==> src/verilog/synth_link_pkg.sv <==
/*
 package for the synthesizer status register link: frame field layout, reset
 values, the controller's register map and its state encoding.
 assumes both link ends and the bench import it whole.
*/
package synth_link_pkg;

   // ----------------------------------------------------------------
   // frame layout (bit 31 travels first)
   // ----------------------------------------------------------------
   localparam int FRAME_BITS = 32;
   localparam logic [5:0] FRAME_BITS_W = 6'h20;
   localparam logic [2:0] TAG_REG7 = 3'h7;
   localparam int POS_DIG_LOST = 31;
   localparam int POS_ANA_LOST = 30;
   localparam int POS_FRAME_ERR = 29;
   localparam int POS_REV_LSB = 25;
   localparam int POS_PART_LSB = 21;
   localparam int POS_WIDE = 20;
   localparam int POS_KEEP_ONE = 19;
   localparam int POS_EXTMOD_LSB = 12;
   localparam int POS_EXTNUM_LSB = 8;
   localparam int POS_EDGE = 7;
   localparam int POS_TARGET_LSB = 4;
   localparam int POS_READ_REQ = 3;
   localparam int POS_TAG_LSB = 0;

   // ----------------------------------------------------------------
   // device reset values
   // ----------------------------------------------------------------
   localparam logic RST_WIDE = 1'b0;
   localparam logic RST_EDGE = 1'b1;
   localparam logic [3:0] RST_EXT = 4'h0;
   localparam logic [2:0] RST_TARGET = 3'h0;
   localparam logic [15:0] MOD_MIN = 16'h0002;

   // ----------------------------------------------------------------
   // controller register map
   // ----------------------------------------------------------------
   localparam logic [7:0] OFS_TX = 8'h00;
   localparam logic [7:0] OFS_CTRL = 8'h04;
   localparam logic [7:0] OFS_STATUS = 8'h08;
   localparam logic [7:0] OFS_RX = 8'h0C;
   localparam logic [7:0] OFS_IRQ_STAT = 8'h10;
   localparam logic [7:0] OFS_IRQ_MASK = 8'h14;
   localparam int CTRL_WRITE = 0;
   localparam int CTRL_READ = 1;
   localparam int CTRL_EDGE = 2;
   localparam int CTRL_LEN_LSB = 8;
   localparam int IRQ_DONE = 0;
   localparam int IRQ_READ = 1;
   localparam logic [1:0] RST_IRQ_MASK = 2'h0;
   localparam int SCLK_HALF_DEFAULT = 16;
   localparam int SCLK_HALF_MIN = 12;

   // ----------------------------------------------------------------
   // controller states
   // ----------------------------------------------------------------
   typedef enum logic [2:0] {
      H_IDLE = 3'b000,
      H_LOW = 3'b001,
      H_HIGH = 3'b010,
      H_TAIL = 3'b011,
      H_GAP = 3'b100
   } host_state_t;

endpackage

==> src/verilog/synth_link_if.sv <==
/*
 serial link between the controller and the status register.
 assumes the bench instantiates it once and joins both modports.
*/
`timescale 1ns/1ps
interface synth_link_if;
   logic sclk;
   logic cs_n;
   logic sdi;
   logic sdo;

   modport device (input sclk, input cs_n, input sdi, output sdo);
   modport host (output sclk, output cs_n, output sdi, input sdo);
endinterface

==> src/verilog/synth_status_readback_reg.sv <==
/*
 device end: the status and readback control register, its serial slave and
 the readback shifter.
 assumes the link pins are asynchronous to ref_clk_i and that the clock
 half-period is at least six ref_clk_i cycles; lock events come from logic
 on ref_clk_i.
*/
// The strobed register port and the placing of the registers are this design's own decisions.
`timescale 1ns/1ps
module synth_status_readback_reg
   import synth_link_pkg::*;
#(
   parameter logic [2:0] REVISION = 3'h2, // arbitrary value
   parameter logic [3:0] PART = 4'h5 // arbitrary value
) (
   input wire logic ref_clk_i,
   input wire logic rst_n_i,
   synth_link_if.device link,
   input wire logic dig_lock_lost_i,
   input wire logic band_select_event_i,
   input wire logic [11:0] sub_integer_numerator_i,
   input wire logic [11:0] modulus_i,
   input wire logic [31:0] readback_data_i,
   output logic [2:0] readout_target_field_o,
   output logic wide_resolution_select_o,
   output logic [3:0] numerator_low_bits_o,
   output logic [3:0] modulus_low_bits_o,
   output logic [15:0] eff_numerator_o,
   output logic [15:0] eff_modulus_o,
   output logic modulus_invalid_o,
   output logic dig_unlock_sticky_o,
   output logic analog_lock_loss_o,
   output logic frame_error_o,
   output logic readback_armed_o
);

   // ----------------------------------------------------------------
   // state
   // ----------------------------------------------------------------
   typedef struct packed {
      logic [2:0] sclk_sync;
      logic [2:0] cs_sync;
      logic [2:0] sdi_sync;
      logic sclk_lvl;
      logic cs_n_lvl;
      logic sdi_lvl;
      logic [5:0] count;
      logic [31:0] shift_in;
      logic [31:0] shift_out;
      logic sdo;
      logic dig_lost;
      logic ana_lost;
      logic frame_err;
      logic wide;
      logic [3:0] ext_mod;
      logic [3:0] ext_num;
      logic edge_fall;
      logic [2:0] target;
      logic rd_pend;
      logic [15:0] eff_num;
      logic [15:0] eff_mod;
      logic mod_bad;
   } dev_state_t;

   dev_state_t s;
   dev_state_t next_s;
   logic rise;
   logic fall;
   logic start;
   logic stop;
   logic [31:0] own_word;
   logic [31:0] word;

   // ----------------------------------------------------------------
   // next state
   // ----------------------------------------------------------------
   always_comb begin
      next_s = s;
      // first stage feeds only the second; levels change once stages 2 and 3 agree
      next_s.sclk_sync = {s.sclk_sync[1:0], link.sclk};
      next_s.cs_sync = {s.cs_sync[1:0], link.cs_n};
      next_s.sdi_sync = {s.sdi_sync[1:0], link.sdi};
      if (s.sclk_sync[1] == s.sclk_sync[2]) begin
         next_s.sclk_lvl = s.sclk_sync[2];
      end
      if (s.cs_sync[1] == s.cs_sync[2]) begin
         next_s.cs_n_lvl = s.cs_sync[2];
      end
      if (s.sdi_sync[1] == s.sdi_sync[2]) begin
         next_s.sdi_lvl = s.sdi_sync[2];
      end
      rise = (s.sclk_sync[2:1] == 2'b11) && !s.sclk_lvl;
      fall = (s.sclk_sync[2:1] == 2'b00) && s.sclk_lvl;
      start = (s.cs_sync[2:1] == 2'b00) && s.cs_n_lvl;
      stop = (s.cs_sync[2:1] == 2'b11) && !s.cs_n_lvl;

      // read-only codes come from parameters, never from the shift register
      own_word = '0;
      own_word[POS_DIG_LOST] = s.dig_lost;
      own_word[POS_ANA_LOST] = s.ana_lost;
      own_word[POS_FRAME_ERR] = s.frame_err;
      own_word[POS_REV_LSB +: 3] = REVISION;
      own_word[POS_PART_LSB +: 4] = PART;
      own_word[POS_WIDE] = s.wide;
      own_word[POS_EXTMOD_LSB +: 4] = s.ext_mod;
      own_word[POS_EXTNUM_LSB +: 4] = s.ext_num;
      own_word[POS_EDGE] = s.edge_fall;
      own_word[POS_TARGET_LSB +: 3] = s.target;
      own_word[POS_TAG_LSB +: 3] = TAG_REG7;
      word = (s.target == TAG_REG7) ? own_word : readback_data_i;

      // ----- frame handling -----
      if (start) begin
         next_s.count = '0;
         next_s.sdo = 1'b0;
         next_s.shift_out = '0;
         if (s.rd_pend) begin
            if (s.edge_fall) begin
               // falling mode: first bit must stand before the first rising edge
               next_s.sdo = word[31];
               next_s.shift_out = {word[30:0], 1'b0};
            end else begin
               next_s.shift_out = word;
            end
         end
      end else if (!s.cs_n_lvl) begin
         if (rise) begin
            if (s.count != 6'h3F) begin
               next_s.count = 6'(s.count + 6'h01);
            end
            next_s.shift_in = {s.shift_in[30:0], s.sdi_lvl};
         end
         if ((rise && !s.edge_fall) || (fall && s.edge_fall)) begin
            next_s.sdo = s.shift_out[31];
            next_s.shift_out = {s.shift_out[30:0], 1'b0};
         end
      end

      if (stop) begin
         next_s.sdo = 1'b0;
         next_s.rd_pend = 1'b0;
         if (s.count != FRAME_BITS_W) begin
            next_s.frame_err = 1'b1;
         end else if (s.shift_in[POS_TAG_LSB +: 3] == TAG_REG7) begin
            if (s.shift_in[POS_DIG_LOST]) begin
               next_s.dig_lost = 1'b0;
            end
            if (s.shift_in[POS_ANA_LOST]) begin
               next_s.ana_lost = 1'b0;
            end
            if (s.shift_in[POS_FRAME_ERR]) begin
               next_s.frame_err = 1'b0;
            end
            next_s.wide = s.shift_in[POS_WIDE];
            next_s.ext_mod = s.shift_in[POS_EXTMOD_LSB +: 4];
            next_s.ext_num = s.shift_in[POS_EXTNUM_LSB +: 4];
            next_s.edge_fall = s.shift_in[POS_EDGE];
            next_s.target = s.shift_in[POS_TARGET_LSB +: 3];
            // only arms the next frame, never stored as a field
            next_s.rd_pend = s.shift_in[POS_READ_REQ];
         end
      end

      // events after clears: a set in the clearing cycle wins
      if (dig_lock_lost_i) begin
         next_s.dig_lost = 1'b1;
      end
      if (band_select_event_i) begin
         next_s.ana_lost = 1'b1;
      end

      // ----- resolution -----
      if (s.wide) begin
         next_s.eff_num = {sub_integer_numerator_i, s.ext_num};
         next_s.eff_mod = {modulus_i, s.ext_mod};
      end else begin
         next_s.eff_num = {4'h0, sub_integer_numerator_i};
         next_s.eff_mod = {4'h0, modulus_i};
      end
      next_s.mod_bad = next_s.eff_mod < MOD_MIN;
   end

   // ----------------------------------------------------------------
   // registers
   // ----------------------------------------------------------------
   always_ff @(posedge ref_clk_i or negedge rst_n_i) begin
      if (!rst_n_i) begin
         s <= '0;
         s.sclk_sync <= 3'h0;
         s.cs_sync <= 3'h7;
         s.cs_n_lvl <= 1'b1;
         s.wide <= RST_WIDE;
         s.ext_mod <= RST_EXT;
         s.ext_num <= RST_EXT;
         s.edge_fall <= RST_EDGE;
         s.target <= RST_TARGET;
      end else begin
         s <= next_s;
      end
   end

   // ----------------------------------------------------------------
   // outputs
   // ----------------------------------------------------------------
   assign link.sdo = s.sdo;
   assign readout_target_field_o = s.target;
   assign wide_resolution_select_o = s.wide;
   assign numerator_low_bits_o = s.ext_num;
   assign modulus_low_bits_o = s.ext_mod;
   assign eff_numerator_o = s.eff_num;
   assign eff_modulus_o = s.eff_mod;
   assign modulus_invalid_o = s.mod_bad;
   assign dig_unlock_sticky_o = s.dig_lost;
   assign analog_lock_loss_o = s.ana_lost;
   assign frame_error_o = s.frame_err;
   assign readback_armed_o = s.rd_pend;

endmodule

==> src/flat_wrapper.sv <==
// flat-port wrapper written by rule: the top's interface ports become plain ports
module synth_status_readback_reg_flat import synth_link_pkg::*;
#(
   parameter logic [2:0] REVISION = 3'h2,                   
   parameter logic [3:0] PART = 4'h5                   
)
  (ref_clk_i, rst_n_i, dig_lock_lost_i, band_select_event_i, sub_integer_numerator_i, modulus_i, readback_data_i, readout_target_field_o, wide_resolution_select_o, numerator_low_bits_o, modulus_low_bits_o, eff_numerator_o, eff_modulus_o, modulus_invalid_o, dig_unlock_sticky_o, analog_lock_loss_o, frame_error_o, readback_armed_o, link_sclk, link_cs_n, link_sdi, link_sdo);
  synth_link_if link_i ();
  input wire logic ref_clk_i;
  input wire logic rst_n_i;
  input wire logic dig_lock_lost_i;
  input wire logic band_select_event_i;
  input wire logic [11:0] sub_integer_numerator_i;
  input wire logic [11:0] modulus_i;
  input wire logic [31:0] readback_data_i;
  output logic [2:0] readout_target_field_o;
  output logic wide_resolution_select_o;
  output logic [3:0] numerator_low_bits_o;
  output logic [3:0] modulus_low_bits_o;
  output logic [15:0] eff_numerator_o;
  output logic [15:0] eff_modulus_o;
  output logic modulus_invalid_o;
  output logic dig_unlock_sticky_o;
  output logic analog_lock_loss_o;
  output logic frame_error_o;
  output logic readback_armed_o;
  input wire logic [$bits(link_i.sclk)-1:0] link_sclk;
  input wire logic [$bits(link_i.cs_n)-1:0] link_cs_n;
  input wire logic [$bits(link_i.sdi)-1:0] link_sdi;
  output wire logic [$bits(link_i.sdo)-1:0] link_sdo;
  assign link_i.sclk = link_sclk;
  assign link_i.cs_n = link_cs_n;
  assign link_i.sdi = link_sdi;
  assign link_sdo = link_i.sdo;
  synth_status_readback_reg #(.REVISION(REVISION), .PART(PART)) u_core (.ref_clk_i(ref_clk_i), .rst_n_i(rst_n_i), .link(link_i), .dig_lock_lost_i(dig_lock_lost_i), .band_select_event_i(band_select_event_i), .sub_integer_numerator_i(sub_integer_numerator_i), .modulus_i(modulus_i), .readback_data_i(readback_data_i), .readout_target_field_o(readout_target_field_o), .wide_resolution_select_o(wide_resolution_select_o), .numerator_low_bits_o(numerator_low_bits_o), .modulus_low_bits_o(modulus_low_bits_o), .eff_numerator_o(eff_numerator_o), .eff_modulus_o(eff_modulus_o), .modulus_invalid_o(modulus_invalid_o), .dig_unlock_sticky_o(dig_unlock_sticky_o), .analog_lock_loss_o(analog_lock_loss_o), .frame_error_o(frame_error_o), .readback_armed_o(readback_armed_o));
endmodule
==> config.mk <==
export PLATFORM = sky130hd
export DESIGN_NAME = synth_status_readback_reg_flat
export DESIGN_NICKNAME = d
export VERILOG_FILES = /design/src/verilog/synth_link_pkg.sv /design/src/verilog/synth_link_if.sv /design/src/verilog/synth_status_readback_reg.sv /design/src/flat_wrapper.sv
export SDC_FILE = /design/constraint.sdc
export NUM_CORES = 1
export LEC_CHECK = 0
export BUFFER_PORTS_ARGS = -buffer_cell sky130_fd_sc_hd__buf_2
export CORE_ASPECT_RATIO = 0.75
export CORE_MARGIN = 8
export CORE_UTILIZATION = 60
export DETAILED_ROUTE_END_ITERATION = 16
export GPL_TIMING_DRIVEN = 0
export PLACE_DENSITY_LB_ADDON = 0.1
export SLEW_MARGIN = 20
export SYNTH_ARGS = -nofsm -noshare
export SYNTH_HDL_FRONTEND = slang
export SYNTH_SLANG_ARGS = --single-unit
==> constraint.sdc <==
create_clock -name ref_clk_i -period 3.5 [get_ports ref_clk_i]
set_input_delay 0.35 -clock ref_clk_i [delete_from_list [all_inputs] [get_ports ref_clk_i]]
set_output_delay 0.35 -clock ref_clk_i [all_outputs]
set_load 0.02 [all_outputs]
**Word-level counts from Yosys, hierarchy flattened**

Cells that the tools add are included.

- Add/subtract/negate cells: 1
- Order comparisons: 1
- Equality and inequality tests: 13
- Multiplexer cells: 21
- Bitwise logic cells: 3
- Reduce and logical (&&, ||, !) cells: 32

Operator list:

| operator | count |
|---|---|
| $mux W33 | 3 |
| $mux W32 | 3 |
| $mux W71 | 1 |
| $mux W38 | 1 |
| $reduce_bool A2 Y1 | 11 |
| $mux W18 | 1 |
| $mux W17 | 1 |
| $lt A16 B2 Y1 const B | 1 |
| $mux W14 | 1 |
| $mux W6 | 2 |
| $ne A6 B6 Y1 const B | 2 |
| $reduce_and A3 Y1 | 4 |
| $reduce_and A4 Y1 | 2 |
| $mux W1 | 7 |
| $add A6 B1 Y6 const B | 1 |
| $eq A3 B3 Y1 const B | 2 |
| $logic_and A1 B1 Y1 | 6 |
| $ne A2 B2 Y1 const B | 3 |
| $eq A2 B2 Y1 const B | 2 |
| $logic_not A2 Y1 | 2 |
| $reduce_and A2 Y1 | 2 |
| $eq A1 B1 Y1 | 3 |
| $logic_not A1 Y1 | 3 |
| $ne A3 B3 Y1 const B | 1 |
| other kinds (4) | 6 |

- Register bits after elaboration: 133
- Bits of input ports: 63
- Output and inout bits: 50
- Logic and storage cells: 93

**Logic depth before layout (Yosys ltp)**

Gate-level depths: netlist of the first run.

- Word-level depth: 9
- Gate-level depth with buffers: 8
- Mapped depth without buffers: 6

**Worst setup path before layout of the first run**

Ideal clock, no wire load.

- Kind: register -> register
- From: register u_core.s, in the netlist u_core.next_s[129]
- To: register u_core.s[64] (netlist name)
- Setup time: 0.129 ns
- Arrival: 1.754 ns
- Required time: 3.371 ns
- Setup slack: 1.618 ns
- Cell stages (with the launch flop): 9
- Buffers on the path: 3
- Clock period less this slack: 1.882 ns
- Path through: dfstp_2 > inv_1 > ha_1 > buf_2 > and4b_1 > buf_2 > clkbuf_1 > a221oi_1 > a21oi_1

- Longest elaborated chain between the ends: 4
- Elaborated cells on any way between the ends: 6
- Those cells by class: eq/ne: 1; mux: 1; reduce/logical: 4

Ends and longest elaborated chain:

| what | line | text |
|---|---|---|
| from (decl) | synth_status_readback_reg.sv:65 | `dev_state_t s;` |
| from (signal assigned) | synth_status_readback_reg.sv:198 | `s <= next_s;` |
| $logic_not A2 Y1 * | synth_status_readback_reg.sv:94 | `start = (s.cs_sync[2:1] == 2'b00) && s.cs_n_lvl;` |
| $logic_and A1 B1 Y1 * | synth_status_readback_reg.sv:94 |  |
| $ne A2 B2 Y1 (no line) / $reduce_bool A2 Y1 (equally long branches) | - |  |
| $reduce_and A2 Y1 (no line) | - |  |

Every way passes the cells marked *; elsewhere a longest branch is shown, timed or not.
A chain may end at the register's enable or synchronous reset.

**Worst setup path after layout of the first run**

- From: register u_core.s, in the netlist u_core.next_s[129]
- To: register u_core.s[63] (netlist name)

The elaborated chain is that of the path after synthesis.

==> results of run 1 <==
## Yosys cell counts (all sizes together), types with 7 or more instances
| library cell | instances |
|---|---|
| nor2 | 32 |
| a221oi | 17 |
| nand2 | 26 |
| nor2b | 7 |
| nand3 | 9 |
| a21oi | 21 |
| mux2 | 80 |
| and2 | 9 |
| buf | 61 |
| dfrtp | 128 |
| o21ai | 24 |
| inv | 11 |
| clkbuf | 10 |
## report_power, final
group | total [µW] | switching [µW] | internal, µW | leakage, µW
clock network | 1840 | 670 | 1170 | 0.000298
logic | 623 | 337 | 287 | 0.00166
registers | 1900 | 139 | 1760 | 0.00168
total | 4370 | 1150 | 3230 | 0.00364
## worst register-to-register path, stage by stage (launching register included)
cell      delay [ps]
dfstp_2          540
inv_1             50
ha_1             170
buf_2            180
and4b_1          210
buf_2            180
clkbuf_1         260
a221oi_1         360
a21oi_1          120
## routing by layer
metal / global-route usage [%] / wire length [µm] / up-vias
li1: - / - / 2029
met1: 28.8 / 6510 / 2227
met2: 35.5 / 7030 / 176
met3: 5.98 / 894 / 27
met4: 10.7 / 267 / 0
met5: 0 / 0 / -
## through the flow
stage	area, µm²	hold slack, ps	std cells
global route	7490	28.5	788
floorplan	6090	54.4	506
CTS	7490	30.8	788
detailed placement	6860	226	755
finish	7490	38.6	789
global placement	6830	334	754
## placed cells by master (no fill, tap or decap), drive strengths merged, types with 12 or more instances in the layout
master | Yosys | layout
a21oi | 21 | 21
a221oi | 17 | 17
buf | 61 | 174
clkbuf | 10 | 30
dfrtp | 128 | 128
inv | 11 | 12
mux2 | 80 | 80
nand2 | 26 | 26
nor2 | 32 | 32
o21ai | 24 | 24
## final cells by class
| type | count | area [µm²] | area share [%] |
|---|---|---|---|
| antenna | 1 | 2.50 | 0.0334 |
| inverter | 12 | 45.0 | 0.601 |
| clock inverter | 12 | 150 | 2.00 |
| tap | 136 | 170 | 2.27 |
| buffer | 71 | 469 | 6.26 |
| multi-input combinational | 290 | 2250 | 30.0 |
| clock buffer | 20 | 467 | 6.23 |
| sequential | 133 | 3330 | 44.5 |
| timing repair buffer | 114 | 608 | 8.12 |
## sequential cells by signal, summed over array words and instances (netlist names), 3 cells and up
signal / count
u_core.s: 76
u_core.eff_modulus_o: 16
u_core.eff_numerator_o: 16
u_core.next_s: 6
u_core.modulus_low_bits_o: 4
u_core.numerator_low_bits_o: 4
u_core.readout_target_field_o: 3
## worst paths after layout
path	from	to	slack, ps	cells after the start
max reg2reg	u_core.next_s[129]	u_core.s[63]	1300	8
min reg2reg	u_core.next_s[125]	u_core.next_s[126]	350	0
max in group asynchronous	rst_n_i	u_core.modulus_low_bits_o[2]	2350	3
min	link_sdi	u_core.next_s[125]	40	1
min in group asynchronous	rst_n_i	u_core.s[77]	390	2
max	u_core.next_s[129]	u_core.s[63]	1300	8
## cells by family after synthesis
| family | count (synthesis) | share of synthesized area [%] |
|---|---|---|
| buffers and inverters | 83 | 8.44 |
| adders and majority gates | 7 | 1.40 |
| muxes | 85 | 15.6 |
| and+or+nand+nor | 98 | 8.40 |
| DFF | 133 | 54.7 |
| AOI/OAI and AO/OA | 96 | 10.9 |
| xor gates and xnor gates | 4 | 0.575 |
==> reports/summary.log, run 1 <==
[outcome] run status complete, no violations
[power] maximum vdd ir drop 357 µV
[power] ratio of total power to cell area 584 nW/µm²
[yosys] average cell area after synthesis 12.0 µm²
[global_route] via count of the first global-routing pass 4667
[clocking] number of buffers added to fix hold violations after cts 1
[yosys] synth unique cells 54
[floorplanning] Core Footprint 10100 µm²
[worst_setup_path] biggest fanout along the worst timing path 10
[yosys] share of flip-flops with an asynchronous set or reset after synthesis 100%
[sta] headroom to the max-slew limit 62.2%
[place] final HPWL from detailed placement 10200 µm
[clocking] clock sink count 133
[sta] Final min period 2200 ps
[sta] summed negative setup slack over all endpoints 0 ps
[yosys] flip-flop cell with the highest count after synthesis dfrtp_1
[yosys] share of Yosys cell area claimed by the top area cell type 52.6%
[worst_setup_path] gate family responsible for the most delay along the worst path buffers and inverters
[yosys] FF+latch count, synth 133
[sta] count of final setup violators 0
[hold_path] hold crit path type in2reg
[clocking] TritonCTS clock tree yes
[yosys] count of yosys warnings during synthesis 0
[detailed_routing] mean routed wirelength per cell 18.6 µm
[floorplanning] Initial Utilization 60.4%
[power] post-layout power 4370 µW
[sta] portion of the clock cycle consumed by the worst path in the final layout 62.8%
[place] IO buf count 112
[worst_setup_path] kind of end point of the critical path register
[yosys] cell count after synthesis 506
[floorplanning] row count 32
[global_route] global-route wire length before repair 23900 µm
[clocking] clock edge transition at the registers on the reported setup and hold paths 60 ps
[power] total leakage power 0.00364 µW
[sta] Worst Clk Skew 12.4 ps
[detailed_routing] DRC marker count from the first detailed-route iteration 381
[worst_setup_path] endpoint required time on the critical path 3790 ps
[worst_setup_path] CP Buf/Inv Count 4
[clocking] clk buf depth 2
[floorplanning] height of the chip 103 µm
[detailed_routing] total wire length after detailed routing 14700 µm
[worst_setup_path] delay contributed by the slowest stage of the critical path 540 ps
[global_route] overall routing resource usage 22.5%
[floorplanning] Die Area 13700 µm²
[yosys] top area cells in the synthesized netlist dfrtp_1 53%, mux2_2 13%, buf_4 5.7%
[flow_run] MaxCap Viol Count 0
[yosys] sequential area share after synthesis 54.7%
[sta] number of max-slew violations in the final report 0
[final_layout] number of fill cells in the layout 719
[global_route] antenna violations before repair 0
[sta] Worst Slack Setup Final 1300 ps
[floorplanning] Die Width 132 µm
[clocking] number of H-tree levels 4
[worst_setup_path] CP cell instances inv_1 > ha_1 > buf_2 > and4b_1 > buf_2 > clkbuf_1 > a221oi_1 > a21oi_1
[global_route] total congestion overflow 0
[clocking] clock buffer count from CTS 17
[clocking] clk root buf clkbuf_16
[detailed_routing] Initial DRT Pass Iterations 5
[worst_setup_path] critical path class reg2reg
[sta] total count of hold-check failures in the final report 0
[clocking] setup fix buffers added after clock tree synthesis 0
[final_layout] net count reported at finish 708
[place] pre-CTS setup slack 1330 ps
[worst_setup_path] cell with the largest stage delay on the worst path dfstp_2
[worst_setup_path] arrival time worst endpoint 2480 ps
[yosys] count of flip-flops with a built-in enable after synthesis 0
[sta] worst-margin pin slew 563 ps
[detailed_routing] vias after detailed routing 4459
[yosys] area leader, netlist dfrtp_1
[detailed_routing] Post-route DRC 0
[final_layout] share of the core filled with cells 74.3%
[worst_setup_path] kind of start point of the critical path register
[detailed_routing] Post-DRT Antenna Nets 0
[detailed_routing] vias per std cell 5.65
[clocking] clock insertion delay at the later pin of the skew report 420 ps
[yosys] net count of the mapped netlist 575
[place] GP Congestion 0.857
[clocking] CTS-repair resized insts 0
[sta] achievable frequency 455 MHz
[floorplanning] # IOs 113
[sta] setup repair after global routing missed its margin no
[final_layout] share of layout cells above drive strength 1 44.3%
[global_route] maximum number of pins on one net before global-route repair 103
[final_layout] Synth-to-Final Area Change 22.9%
[worst_setup_path] cell type with the highest occurrence count on the critical path buf_2
[yosys] cell area after technology mapping 6090 µm²
No activity file was read; power rests on OpenSTA's default activity.
==> inputs of run 2 (changes only) <==
--- a/config.mk
+++ b/config.mk
@@ -5,10 +5,11 @@
 export SDC_FILE = /design/constraint.sdc
 export NUM_CORES = 1
 export LEC_CHECK = 0
+export ABC_AREA = 1
 export BUFFER_PORTS_ARGS = -buffer_cell sky130_fd_sc_hd__buf_2
 export CORE_ASPECT_RATIO = 0.75
 export CORE_MARGIN = 8
-export CORE_UTILIZATION = 60
+export CORE_UTILIZATION = 56
 export DETAILED_ROUTE_END_ITERATION = 16
 export GPL_TIMING_DRIVEN = 0
 export PLACE_DENSITY_LB_ADDON = 0.1
==> constraint.sdc (replaced) <==
create_clock -name ref_clk_i -period 2.3 [get_ports ref_clk_i]
set_input_delay 0.23 -clock ref_clk_i [delete_from_list [all_inputs] [get_ports ref_clk_i]]
set_output_delay 0.23 -clock ref_clk_i [all_outputs]
set_load 0.02 [all_outputs]
==> reports/summary.log, run 2 <==
[detailed_routing] vias per std cell 5.07
[yosys] leading post-synthesis cells by instance count 300 x nand2_1, 128 x dfrtp_1, 89 x inv_1, 82 x o21ai_0, 53 x nor2_1
[floorplanning] height of the chip 109 µm
[sta] setup repair after global routing missed its margin no
[floorplanning] # IOs 113
[global_route] maximum number of pins on one net before global-route repair 86
[yosys] net count of the mapped netlist 885
[clocking] number of buffers added to fix hold violations after cts 6
[yosys] cell area after technology mapping 6440 µm²
[sta] Worst Clk Skew 13.6 ps
[sta] Final min period 1850 ps
[floorplanning] Initial Utilization 56.5%
[worst_setup_path] CP Buf/Inv Count 4
[final_layout] Antenna Diode Count 0
[worst_setup_path] critical path class reg2reg
[yosys] synth unique cells 29
[sta] count of final setup violators 0
[yosys] count of flip-flops with a built-in enable after synthesis 0
[clocking] number of H-tree levels 4
[place] final HPWL from detailed placement 11600 µm
[sta] total count of hold-check failures in the final report 0
[worst_setup_path] kind of end point of the critical path register
[place] IO buf count 112
[detailed_routing] Post-route DRC 0
[place] GP Congestion 0.880
[detailed_routing] DRC marker count from the first detailed-route iteration 380
[yosys] FF+latch count, synth 133
[clocking] clk root buf clkbuf_16
[power] total leakage power 0.00437 µW
[yosys] share of Yosys cell area claimed by the top area cell type 49.7%
[power] ratio of total power to cell area 759 nW/µm²
[detailed_routing] total wire length after detailed routing 16100 µm
[floorplanning] Die Width 140 µm
[outcome] run status complete, no violations
[yosys] sequential area share after synthesis 51.7%
[worst_setup_path] gate family responsible for the most delay along the worst path simple AND/OR/NAND/NOR gates
[clocking] clock edge transition at the registers on the reported setup and hold paths 60 ps
[clocking] clock sink count 133
[hold_path] hold crit path type in2reg
[yosys] top area cells in the synthesized netlist dfrtp_1 50%, nand2_1 17%, o21ai_0 6.4%
[flow_run] MaxCap Viol Count 0
[global_route] via count of the first global-routing pass 5498
[worst_setup_path] delay contributed by the slowest stage of the critical path 540 ps
[worst_setup_path] biggest fanout along the worst timing path 10
[final_layout] max reg flops 76
[floorplanning] row count 34
[detailed_routing] Post-DRT Antenna Nets 0
[sta] portion of the clock cycle consumed by the worst path in the final layout 80.3%
[final_layout] most common library cell in the layout ignoring fill and taps nand2_1
[detailed_routing] mean routed wirelength per cell 14.5 µm
[floorplanning] Core Footprint 11400 µm²
[clocking] clock buffer count from CTS 17
[floorplanning] Die Area 15200 µm²
[global_route] global-route wire length before repair 26700 µm
[final_layout] register with the most flip-flops u_core.s
[final_layout] top library cells by usage in the layout, fill and taps aside 300 x nand2_1, 128 x dfrtp_1, 127 x buf_2, 89 x inv_1, 82 x o21ai_0
[sta] achievable frequency 541 MHz
[yosys] average cell area after synthesis 7.90 µm²
[final_layout] number of fill cells in the layout 935
[clocking] CTS-repair resized insts 0
[global_route] total congestion overflow 0
[place] number of placed instances with taps included 1073
[clocking] clock insertion delay at the later pin of the skew report 410 ps
[yosys] flip-flop cell with the highest count after synthesis dfrtp_1
[clocking] TritonCTS clock tree yes
[yosys] area leader, netlist dfrtp_1
[yosys] count of yosys warnings during synthesis 0
[yosys] share of flip-flops with an asynchronous set or reset after synthesis 100%
[global_route] antenna violations before repair 0
[final_layout] share of the core filled with cells 68.5%
[detailed_routing] vias after detailed routing 5634
[power] maximum vdd ir drop 540 µV
[yosys] most instantiated library cell after synthesis nand2_1
[detailed_routing] Initial DRT Pass Iterations 5
[final_layout] net count reported at finish 1023
[worst_setup_path] cell with the largest stage delay on the worst path dfstp_2
[worst_setup_path] endpoint required time on the critical path 2650 ps
[sta] number of max-slew violations in the final report 0
[worst_setup_path] arrival time worst endpoint 2200 ps
[final_layout] post-layout instance area 7810 µm²
[sta] headroom to the max-slew limit 63.4%
[worst_setup_path] CP cell instances inv_1 > ha_1 > nand2_2 > inv_1 > nor2_1 > nand2_2 > inv_1 > buf_2 > nand2_1 > nand2_1
[yosys] cell count after synthesis 816
[clocking] setup fix buffers added after clock tree synthesis 0
[place] placed instance area 7220 µm²
[worst_setup_path] cell type with the highest occurrence count on the critical path inv_1
[worst_setup_path] kind of start point of the critical path register
[final_layout] Synth-to-Final Area Change 21.2%
[sta] worst-margin pin slew 549 ps
[global_route] overall routing resource usage 21.8%
[final_layout] count of placed standard cells in the final layout, fillers left out 1111
[clocking] clk buf depth 2
[final_layout] share of layout cells above drive strength 1 22.9%
run 2: changes by cell type after synthesis, sizes merged, moves of 17 or more:
cell	before	now
nand2	26	304
a221oi	17	0
mux2	80	0
nand3	9	33
inv	11	93
o21ai	24	82
nor2	32	55
a21oi	21	0
run 2: worst reg2reg max path, delay by kind of cell, from the launching register on:
family,cells,cell delay (ps)
adder cells (fa/ha/maj),1,190
AND/OR/NAND/NOR,5,560
buffers and inverters,4,480
flip-flops,1,540
run 2: cells by family after synthesis:
family	Yosys count	synth area share (%)
AND/OR/NAND/NOR	413	26.1
buffers and inverters	171	13.2
flip-flops	133	51.7
AO/OA/AOI/OAI	89	7.16
adder cells (fa/ha/maj)	7	1.32
XOR/XNOR	2	0.272
multiplexers	1	0.155
run 2: area by class of cell:
| type | instances | area (µm²) | share of cell area (%) |
|---|---|---|---|
| Tap cell | 144 | 180 | 2.31 |
| Clock inverter | 11 | 78.8 | 1.01 |
| Inverter | 93 | 349 | 4.47 |
| Timing Repair Buffer | 119 | 658 | 8.43 |
| Buffer | 78 | 502 | 6.42 |
| Clock buffer | 21 | 450 | 5.77 |
| Multi-Input combinational cell | 512 | 2260 | 28.9 |
| Sequential cell | 133 | 3330 | 42.7 |
run 2: power by group:
| group | total, µW | leakage [µW] | switching, µW | internal (µW) |
|---|---|---|---|---|
| logic | 786 | 0.00241 | 480 | 306 |
| registers | 2730 | 0.00171 | 142 | 2590 |
| clock network | 2410 | 0.000246 | 1010 | 1410 |
| total | 5930 | 0.00437 | 1630 | 4300 |
run 2: per-stage QoR:
step           power, µW  worst slack, ps  TNS, ps  hold slack, ps
2_1_floorplan       3250              692        0           -65.6
3_3_place_gp        3490             -766   -96580             335
3_5_place_dp        3540              467        0             167
4_1_cts             5970              458        0            19.4
5_1_grt             6220              277        0            33.3
6_report            5930              452        0            27.9
run 2: final timing paths:
| check | startpoint | endpoint | slack (ps) | cells after the start |
|---|---|---|---|---|
| worst max-delay path | u_core.next_s[129] | u_core.s[68] | 450 | 10 |
| worst min-delay path | sub_integer_numerator_i[9] | u_core.eff_numerator_o[13] | 30 | 3 |
| worst max register to register | u_core.next_s[129] | u_core.s[68] | 450 | 10 |
| worst min register to register | u_core.next_s[131] | u_core.next_s[132] | 350 | 0 |
| max in group asynchronous | rst_n_i | u_core.s[122] | 1190 | 3 |
| min in group asynchronous | rst_n_i | u_core.eff_modulus_o[11] | 320 | 2 |
run 2: layer usage:
layer | wire (µm) | global-route usage, % | up-vias
met3 | 1110 | 6.17 | 24
met4 | 234 | 7.10 | 0
li1 | - | - | 2754
met1 | 7120 | 27.8 | 2666
met5 | 0 | 0 | -
met2 | 7630 | 35.8 | 190
